File: src/common/prpr_defines.svh
// Constants for the remote packet responder
`ifndef PRPR_DEFINES_SVH
`define PRPR_DEFINES_SVH
`define PRPR_ID_HI         29
`define PRPR_ID_LO         24
`define PRPR_TAG_HI        31
`define PRPR_TAG_LO        30
`define PRPR_RSV_HI        23
`define PRPR_RSV_LO        22
`define PRPR_STAT_HI       7
`define PRPR_STAT_LO       4
`define PRPR_DATA_HI       7
`define PRPR_DATA_LO       0
`define PRPR_TYPE_HI       21
`define PRPR_TYPE_LO       18
`define PRPR_PAGE_HI       17
`define PRPR_PAGE_LO       15
`define PRPR_PORT_HI       14
`define PRPR_PORT_LO       11
`define PRPR_REG_HI        10
`define PRPR_REG_LO        8
`define PRPR_CMND_HI       2
`define PRPR_CMND_LO       0
`define PRPR_OK_BIT        3
`define PRPR_TYPE_PING     4'h0
`define PRPR_TYPE_ACC_BASE 4'h1
`define PRPR_TYPE_RPL_BASE 4'h3
`define PRPR_TYPE_ACC_PAGE 4'h5
`define PRPR_TYPE_RPL_PAGE 4'h7
`define PRPR_TYPE_CMD      4'h8
`define PRPR_TYPE_CONF     4'ha
`define PRPR_TAG_SELFID    2'h2
`define PRPR_TAG_PHY       2'h0
`define PRPR_SELFID_SPEED  2'h2
`define PRPR_PAGE_PORT     3'h0
`define PRPR_PAGE_PROD     3'h1
`define PRPR_PAGED_REG8    3'h0
`define PRPR_PAGED_REG9    3'h1
`define PRPR_PORT_MAX      4'h2
`define PRPR_R8_CONN_BIT   2
`define PRPR_R8_BIAS_BIT   1
`define PRPR_R8_DIS_BIT    0
`define PRPR_R9_FAULT_BIT  3
`define PRPR_CMD_NOP       3'h0
`define PRPR_CMD_DISABLE   3'h1
`define PRPR_CMD_SUSPEND   3'h2
`define PRPR_CMD_CLRFAULT  3'h4
`define PRPR_CMD_ENABLE    3'h5
`define PRPR_CMD_RESUME    3'h6
`endif

File: src/common/prpr_pkg.sv
// Types shared by the remote packet responder
package prpr_pkg;
    typedef struct packed {
        logic [31:0] q0;
        logic [31:0] q1;
    } prpr_pkt_s;

    typedef struct packed {
        logic [5:0] gap_cnt;
        logic       contender;
        logic [2:0] pwr;
        logic [1:0] p0;
        logic [1:0] p1;
        logic [1:0] p2;
        logic       init_reset;
    } prpr_selfid_s;

    typedef struct packed {
        logic [2:0] notify;
        logic [2:0] disable_p;
        logic [2:0] suspend;
        logic [2:0] clear_fault;
        logic [2:0] enable;
        logic [2:0] resume;
    } prpr_act_s;

    typedef logic [7:0][7:0] prpr_bank_t;
    typedef logic [2:0][7:0] prpr_port_bank_t;
endpackage

File: src/hdl/prpr_reg_read.sv
// Register read selection for remote access replies
`timescale 1ns/1ps
`include "prpr_defines.svh"
module prpr_reg_read
    import prpr_pkg::*;
(
    input  wire logic            paged,
    input  wire logic [2:0]      page,
    input  wire logic [3:0]      port,
    input  wire logic [2:0]      reg_sel,
    input  wire prpr_bank_t      base_regs,
    input  wire prpr_bank_t      prod_regs,
    input  wire prpr_port_bank_t port_r8,
    input  wire prpr_port_bank_t port_r9,
    output logic [7:0]           data
);
    always_comb begin
        data = 8'h00;
        if (!paged) begin
            data = base_regs[reg_sel];
        end else if (port <= `PRPR_PORT_MAX) begin
            if (page == `PRPR_PAGE_PORT) begin
                if (reg_sel == `PRPR_PAGED_REG8) begin
                    data = port_r8[port[1:0]];
                end else if (reg_sel == `PRPR_PAGED_REG9) begin
                    data = port_r9[port[1:0]];
                end
            end else if (page == `PRPR_PAGE_PROD) begin
                data = prod_regs[reg_sel];
            end
        end
    end
endmodule

File: src/hdl/prpr_cmd_decode.sv
// Remote command decode and port status lookup
`timescale 1ns/1ps
`include "prpr_defines.svh"
module prpr_cmd_decode
    import prpr_pkg::*;
(
    input  wire logic [3:0]      port,
    input  wire logic [2:0]      cmnd,
    input  wire prpr_port_bank_t port_r8,
    input  wire prpr_port_bank_t port_r9,
    output logic                 ok,
    output logic [3:0]           stat,
    output logic [2:0]           port_sel
);
    logic       port_ok;
    logic       code_ok;
    logic [7:0] r8;
    logic [7:0] r9;

    always_comb begin
        port_ok  = (port <= `PRPR_PORT_MAX);
        r8       = port_ok ? port_r8[port[1:0]] : 8'h00;
        r9       = port_ok ? port_r9[port[1:0]] : 8'h00;
        port_sel = port_ok ? (3'h1 << port[1:0]) : 3'h0;
        // Code 3 and 7 are not defined, so they are refused
        code_ok  = (cmnd != 3'h3) && (cmnd != 3'h7);
        ok       = port_ok && code_ok;
        stat[3]  = r9[`PRPR_R9_FAULT_BIT];
        stat[2]  = r8[`PRPR_R8_CONN_BIT];
        stat[1]  = r8[`PRPR_R8_BIAS_BIT];
        stat[0]  = r8[`PRPR_R8_DIS_BIT];
    end
endmodule

File: src/hdl/prpr_responder.sv
// PHY packet responder: ping, remote access and remote command
`timescale 1ns/1ps
`include "prpr_defines.svh"
module prpr_responder
    import prpr_pkg::*;
(
    input  wire logic            clk,
    input  wire logic            rst_b,
    input  wire logic            in_valid,
    output logic                 in_ready,
    input  wire prpr_pkt_s       in_pkt,
    input  wire logic            in_from_link,
    input  wire logic [5:0]      phy_id,
    input  wire logic            link_active,
    input  wire prpr_selfid_s    selfid_cfg,
    input  wire prpr_bank_t      base_regs,
    input  wire prpr_bank_t      prod_regs,
    input  wire prpr_port_bank_t port_r8,
    input  wire prpr_port_bank_t port_r9,
    output logic                 bus_tx_valid_ff,
    output prpr_pkt_s            bus_tx_pkt_ff,
    output logic                 link_rx_valid_ff,
    output prpr_pkt_s            link_rx_pkt_ff,
    output prpr_act_s            act_ff
);
    typedef enum logic [1:0] {
        S_IDLE,
        S_FWD,
        S_RESP
    } prpr_state_e;

    prpr_state_e state_ff;
    prpr_state_e nxt_state;
    logic [31:0] q0;
    logic [3:0]  ptype;
    logic [3:0]  port;
    logic [2:0]  cmnd;
    logic        take;
    logic        pkt_ok;
    logic        is_ours;
    logic        is_ping;
    logic        is_acc;
    logic        is_paged;
    logic        is_cmd;
    logic        respond;
    logic        fwd;
    logic [7:0]  rd_data;
    logic        cmd_ok;
    logic [3:0]  cmd_stat;
    logic [2:0]  port_sel;
    logic [31:0] selfid_q0;
    logic [31:0] reply_q0;
    logic [31:0] conf_q0;
    logic [31:0] nxt_resp_q0;
    prpr_pkt_s   resp_pkt_ff;
    logic        resp_pend_ff;
    logic [2:0]  dis_pend_ff;
    prpr_act_s   nxt_act;
    logic [7:0]  sel_r8;
    logic [7:0]  sel_r9;
    logic [3:0]  port_stat;
    logic [2:0]  port_hot;

    assign q0       = in_pkt.q0;
    assign ptype    = q0[`PRPR_TYPE_HI:`PRPR_TYPE_LO];
    assign port     = q0[`PRPR_PORT_HI:`PRPR_PORT_LO];
    assign cmnd     = q0[`PRPR_CMND_HI:`PRPR_CMND_LO];
    assign in_ready = (state_ff == S_IDLE);
    // link packets take the same path
    assign take     = in_valid && in_ready;

    // inverse check; a damaged packet is dropped whole
    assign pkt_ok   = (in_pkt.q1 == ~in_pkt.q0);
    // only our own identifier responds
    // R or T set marks a configuration packet, not ours to answer
    assign is_ours  = pkt_ok && (q0[`PRPR_TAG_HI:`PRPR_TAG_LO] == `PRPR_TAG_PHY)
                      && (q0[`PRPR_RSV_HI:`PRPR_RSV_LO] == 2'h0)
                      && (q0[`PRPR_ID_HI:`PRPR_ID_LO] == phy_id);
    assign is_ping  = is_ours && (ptype == `PRPR_TYPE_PING);
    assign is_paged = (ptype == `PRPR_TYPE_ACC_PAGE);
    assign is_acc   = is_ours && ((ptype == `PRPR_TYPE_ACC_BASE) || is_paged);
    assign is_cmd   = is_ours && (ptype == `PRPR_TYPE_CMD);
    assign respond  = is_ping || is_acc || is_cmd;

    // bus packets to link; access echoed too
    assign fwd = pkt_ok && link_active && (!in_from_link || is_acc);

    prpr_reg_read u_reg_read (
        .paged     (is_paged),
        .page      (q0[`PRPR_PAGE_HI:`PRPR_PAGE_LO]),
        .port      (port),
        .reg_sel   (q0[`PRPR_REG_HI:`PRPR_REG_LO]),
        .base_regs (base_regs),
        .prod_regs (prod_regs),
        .port_r8   (port_r8),
        .port_r9   (port_r9),
        .data      (rd_data)
    );

    prpr_cmd_decode u_cmd_decode (
        .port     (port),
        .cmnd     (cmnd),
        .port_r8  (port_r8),
        .port_r9  (port_r9),
        .ok       (cmd_ok),
        .stat     (cmd_stat),
        .port_sel (port_sel)
    );

    assign selfid_q0 = {`PRPR_TAG_SELFID, phy_id, 1'b0, link_active,
                        selfid_cfg.gap_cnt, `PRPR_SELFID_SPEED, 2'h0,
                        selfid_cfg.contender, selfid_cfg.pwr, selfid_cfg.p0,
                        selfid_cfg.p1, selfid_cfg.p2, selfid_cfg.init_reset, 1'b0};

    // reply names this node as source
    assign reply_q0 = {`PRPR_TAG_PHY, phy_id, 2'h0,
                       is_paged ? `PRPR_TYPE_RPL_PAGE : `PRPR_TYPE_RPL_BASE,
                       q0[`PRPR_PAGE_HI:`PRPR_REG_LO], rd_data};

    assign conf_q0 = {`PRPR_TAG_PHY, phy_id, 2'h0, `PRPR_TYPE_CONF, 3'h0, port,
                      3'h0, cmd_stat, cmd_ok, cmnd};

    always_comb begin
        nxt_resp_q0 = conf_q0;
        if (is_ping) begin
            nxt_resp_q0 = selfid_q0;
        end else if (is_acc) begin
            nxt_resp_q0 = reply_q0;
        end
    end

    always_comb begin
        nxt_state = state_ff;
        unique case (state_ff)
            S_IDLE: begin
                if (take) begin
                    nxt_state = S_FWD;
                end
            end
            S_FWD:  nxt_state = S_RESP;
            S_RESP: nxt_state = S_IDLE;
        endcase
    end

    always_ff @(posedge clk or negedge rst_b) begin
        if (!rst_b) begin
            state_ff <= S_IDLE;
        end else begin
            state_ff <= nxt_state;
        end
    end

    // Response goes to the bus at once, no arbitration
    always_ff @(posedge clk or negedge rst_b) begin
        if (!rst_b) begin
            bus_tx_valid_ff <= 1'b0;
            bus_tx_pkt_ff   <= '0;
            resp_pend_ff    <= 1'b0;
            resp_pkt_ff     <= '0;
        end else if (take) begin
            bus_tx_valid_ff <= respond;
            bus_tx_pkt_ff   <= '{q0: nxt_resp_q0, q1: ~nxt_resp_q0};
            resp_pend_ff    <= respond;
            resp_pkt_ff     <= '{q0: nxt_resp_q0, q1: ~nxt_resp_q0};
        end else begin
            bus_tx_valid_ff <= 1'b0;
            if (state_ff == S_FWD) begin
                resp_pend_ff <= 1'b0;
            end
        end
    end

    // Forwarded packet first, then the local response
    always_ff @(posedge clk or negedge rst_b) begin
        if (!rst_b) begin
            link_rx_valid_ff <= 1'b0;
            link_rx_pkt_ff   <= '0;
        end else if (take) begin
            link_rx_valid_ff <= fwd;
            link_rx_pkt_ff   <= in_pkt;
        end else if (state_ff == S_FWD) begin
            // self-ID also to link; reply too
            link_rx_valid_ff <= resp_pend_ff;
            link_rx_pkt_ff   <= resp_pkt_ff;
        end else begin
            link_rx_valid_ff <= 1'b0;
        end
    end

    always_comb begin
        nxt_act = '0;
        if (is_cmd && cmd_ok) begin
            unique case (cmnd)
                `PRPR_CMD_DISABLE:  nxt_act.notify      = port_sel;
                `PRPR_CMD_SUSPEND:  nxt_act.suspend     = port_sel;
                `PRPR_CMD_CLRFAULT: nxt_act.clear_fault = port_sel;
                `PRPR_CMD_ENABLE:   nxt_act.enable      = port_sel;
                `PRPR_CMD_RESUME:   nxt_act.resume      = port_sel;
                default:            nxt_act = '0;
            endcase
        end
    end

    always_ff @(posedge clk or negedge rst_b) begin
        if (!rst_b) begin
            act_ff      <= '0;
            dis_pend_ff <= 3'h0;
        end else if (take) begin
            act_ff      <= nxt_act;
            dis_pend_ff <= nxt_act.notify;
        end else begin
            // Disable only once the notification has gone out
            act_ff           <= '0;
            act_ff.disable_p <= (state_ff == S_FWD) ? dis_pend_ff : 3'h0;
            dis_pend_ff      <= 3'h0;
        end
    end

    // Checker view of the addressed port, rebuilt from the raw banks
    assign sel_r8    = port_r8[port[1:0]];
    assign sel_r9    = port_r9[port[1:0]];
    assign port_stat = {sel_r9[`PRPR_R9_FAULT_BIT], sel_r8[`PRPR_R8_CONN_BIT],
                        sel_r8[`PRPR_R8_BIAS_BIT], sel_r8[`PRPR_R8_DIS_BIT]};
    assign port_hot  = 3'h1 << port[1:0];
endmodule

File: config.mk
export PLATFORM = sky130hd
export DESIGN_NAME = prpr_responder
export DESIGN_NICKNAME = d
export VERILOG_FILES = /design/src/common/prpr_pkg.sv /design/src/hdl/prpr_reg_read.sv /design/src/hdl/prpr_cmd_decode.sv /design/src/hdl/prpr_responder.sv
export VERILOG_INCLUDE_DIRS = /design/src /design/src/common
export SDC_FILE = /design/constraint.sdc
export NUM_CORES = 1
export LEC_CHECK = 0
export ABC_AREA = 1
export BUFFER_PORTS_ARGS = -buffer_cell sky130_fd_sc_hd__buf_4
export CAP_MARGIN = 30
export CORE_AREA = 2 2 163 165
export DETAILED_ROUTE_END_ITERATION = 7
export DIE_AREA = 0 0 165 167
export PLACE_DENSITY = 0.67
export SETUP_SLACK_MARGIN = 0.3
export SLEW_MARGIN = 20
export SYNTH_ARGS = -nofsm -noshare
export SYNTH_HDL_FRONTEND = slang
export SYNTH_HIERARCHICAL = 1
export SYNTH_SLANG_ARGS = --single-unit
export TNS_END_PERCENT = 5
File: constraint.sdc
create_clock -name clk -period 1.9 [get_ports clk]
set_clock_uncertainty 0.05 [all_clocks]
set_input_delay 0.285 -clock clk [delete_from_list [all_inputs] [get_ports clk]]
set_output_delay 0.285 -clock clk [all_outputs]
set_load 0.01 [all_outputs]
==> impl_metrics.toml <==
[run_status]
status = "completed"

[synthesis]
synth.cell_area_um2 = 9360
syn_avg_cell_area_um2 = 6.55
yosys_warnings = 6
synth_cell_types = 42
synth_seq_cells = 148
yosysSeqAreaShare = 0.396
syn_inst = 1428

[placement]
hpwl_um = 31800
io_buffers = 414
gp_congestion = 0.892
dpl.cell_count = 2275
place_area_um2 = 14000

[timing]
period_share = 0.930
fin_crit_ns = 1.77
final-hold-violation-count = 0
rsz0062_at_grt = "yes"
fin_hold_ws_ns = 0.0415
setup_viol = 0
timing.fmax_mhz = 566
finalSetupTns_ns = 0
worst_pin_slew_ns = 0.522
slew_viol_final = 0
slew_headroom = 0.652

[global_route]
antenna_found_initial = 2
grt_max_degree = 43
grt_use_met1 = 0.338
grt_pass1_vias = 11484
grt_pass1_wl_um = 61100
grt_usage = 0.289
grt-ovfl-total = 0
grtUsageMet3 = 0.0563
met2_usage = 0.525
gr-max-usage-layer = "met2"

[worst_hold_path]
holdPathEnd = "resp_pkt_ff[11]"
hold_start = "selfid_cfg[10]"
worstHoldPathCells = 2
hp-class = "in -> reg"

[setup_path]
crit_required_ns = 2.17
crit_fanout = 5
reg2reg_from = "state_ff[1]"
arrival_ns = 2.04
path_class = "in -> reg"
start_kind = "input port"
reg2reg_depth = 12
rr_endpoint = "resp_pkt_ff[37]"
setup.worst_path.end_class = "flop"
r2r_slack_ns = 0.15

[power]
p_int_mw = 9.80
ir_drop_uv = 784
p_clk_frac = 0.201
switchingPower_mw = 6.66
leakagePower_nw = 8.30
combPwrFrac = 0.487
pwr-share-seq = 0.312
p_total_mw = 16.5
power.share.switching = 0.405
p_per_area_nw_per_um2 = 1090

[route]
vias_per_cell = 4.95
routedWlPerCell_um = 17.4
dr.pass1.iters = 5
ant_nets = 0
drt_iter0_markers = 701
drt_wl_total_um = 40500
drc_errors = 0
vias = 11519

[floorplanning]
initial_core_util = 0.363
die-area_um2 = 27600
boundaryPins = 417
die_y_um = 167
rows = 59
die_x_um = 165
core_um2 = 25800

[finish]
drive_above_1_share = 0.360
nNetsFinal = 2249
final_cells = 2329
area_growth_pct = 61.6
fin_area_um2 = 15100

[clock_tree]
clock-root-buffer = "clkbuf_16"
insertion_delay_ns = 0.43
numCtsBuffers = 17
cts_max_path_buffers = 2
clk_pin_slew_worst_paths_ns = 0.06
cts.sinks = 148
cts_tree = "done"
htree_levels = 4

[job]
maxCapViolations = 0
routing by layer:
metal	up-vias	part of all wire
met4	0	0.022
met1	5414	0.39
met3	63	0.067
met2	456	0.52
li1	5586	-
met5	-	0
metrics by stage:
step,util,setup WS (ns)
floorplan,-,0.272
global placement,0.541,-0.606
detailed placement,0.541,-0.599
CTS,0.578,0.230
global route,0.587,0.0528
finish,0.587,0.133
cells in the final DEF, fill, tap and decap left out, types with 3 or more instances in the layout:
cell,synthesis,final
nand2_1,573,558
buf_4,9,556
dfrtp_1,148,148
nor2_1,167,146
inv_1,152,144
nand3_1,107,95
o21ai_0,56,56
o211ai_1,28,28
a21oi_1,27,27
nand4_1,20,20
clkbuf_16,0,17
inv_2,11,16
o221ai_1,16,16
buf_12,0,16
nand2_2,3,15
nor2_2,2,14
nor2_4,5,14
buf_6,7,14
nand3_2,1,11
xnor2_1,9,9
inv_6,2,8
inv_8,0,4
nand3b_1,4,4
clkinvlp_4,0,4
o21ai_1,5,4
nor3_1,6,4
buf_8,0,3
a21oi_2,3,3
power by group through the flow:
stage	registers [mW]	clock network (mW)	logic, mW
3_3_place_gp	5.12	0	7.34
3_5_place_dp	5.14	0	7.48
6_report	5.13	3.32	8.01
4_1_cts	5.12	3.34	7.97
2_1_floorplan	5.52	0	2.97
5_1_grt	5.25	3.48	8.71
critical path, cell delays in order:
cell,delay (ns)
buf_4,0.13
buf_4,0.13
nor3_4,0.22
nand3_2,0.12
nor2_4,0.19
nand3_2,0.11
nor2_4,0.13
buf_4,0.12
nand2_2,0.07
inv_2,0.09
buf_12,0.13
buf_8,0.12
nand2_1,0.07
nand2_1,0.07
nor2_1,0.04
worst max path at each step:
stage                startpoint                  to  slack [ns]  cells past startpoint
global placement     in_pkt[62]     resp_pkt_ff[48]       -0.61                     11
detailed placement   in_pkt[62]     resp_pkt_ff[16]       -0.60                     10
floorplan            in_pkt[51]      resp_pkt_ff[0]        0.27                     13
finish               in_pkt[62]     resp_pkt_ff[37]        0.13                     15
global route         in_pkt[47]     resp_pkt_ff[40]        0.05                     19
CTS                 state_ff[1]  link_rx_pkt_ff[23]        0.23                     10
area by class of cell:
| type | count | area, µm² |
|---|---|---|
| fillers | 2421 | 10600 |
| clock inverters | 14 | 133 |
| flip-flops and latches | 148 | 3700 |
| repair buffers | 594 | 4800 |
| clock buffers | 18 | 439 |
| inverters | 165 | 647 |
| multi-input cells | 1053 | 4970 |
| well taps | 335 | 419 |
| diodes | 2 | 5.00 |
flip-flops by register name (all words and copies together), names as in the netlist:
register          count
act_ff               16
bus_tx_valid_ff       1
dis_pend_ff           2
link_rx_pkt_ff       64
link_rx_valid_ff      1
resp_pend_ff          1
resp_pkt_ff          61
state_ff              2
kinds of logic after synthesis:
| group | after synthesis | share of synthesized area |
|---|---|---|
| compound gates | 144 | 0.0955 |
| fa+ha+maj | 2 | 0.00267 |
| other cells | 1 | 0.000401 |
| simple gates | 895 | 0.392 |
| xor+xnor | 10 | 0.00936 |
| buf+inv | 228 | 0.104 |
| flops | 148 | 0.396 |
repair_timing:
item / 4_1_cts / 5_1_grt
pin swaps: 21 / 21
gates cloned: 2 / 0
hold buffers: 2 / 0
setup endpoints to repair: 136 / 134
endpoints found under the hold margin: 36 / 0
resized for setup: 60 / 37
buffers inserted: 7 / 9
cell usage after synthesis (all sizes together):
cell type,instances,area (µm²)
buf,36,244
a31oi,1,6.26
a221oi,1,8.76
a21oi,30,161
nand4,21,138
nor3b,1,12.5
a22oi,1,7.51
conb,1,3.75
and2,1,6.26
nand2,576,2170
o211ai,28,210
inv,165,629
clkbuf,27,101
nand3b,4,30.0
nor3,7,40.0
o21ai,62,322
nand3,108,546
xor2,1,8.76
or2,2,12.5
o21a,1,7.51
o22ai,2,12.5
o221ai,16,140
a22o,2,17.5
xnor2,9,78.8
ha,2,25.0
dfrtp,148,3700
nor2,175,716
(Power assumes the default switching activity.)
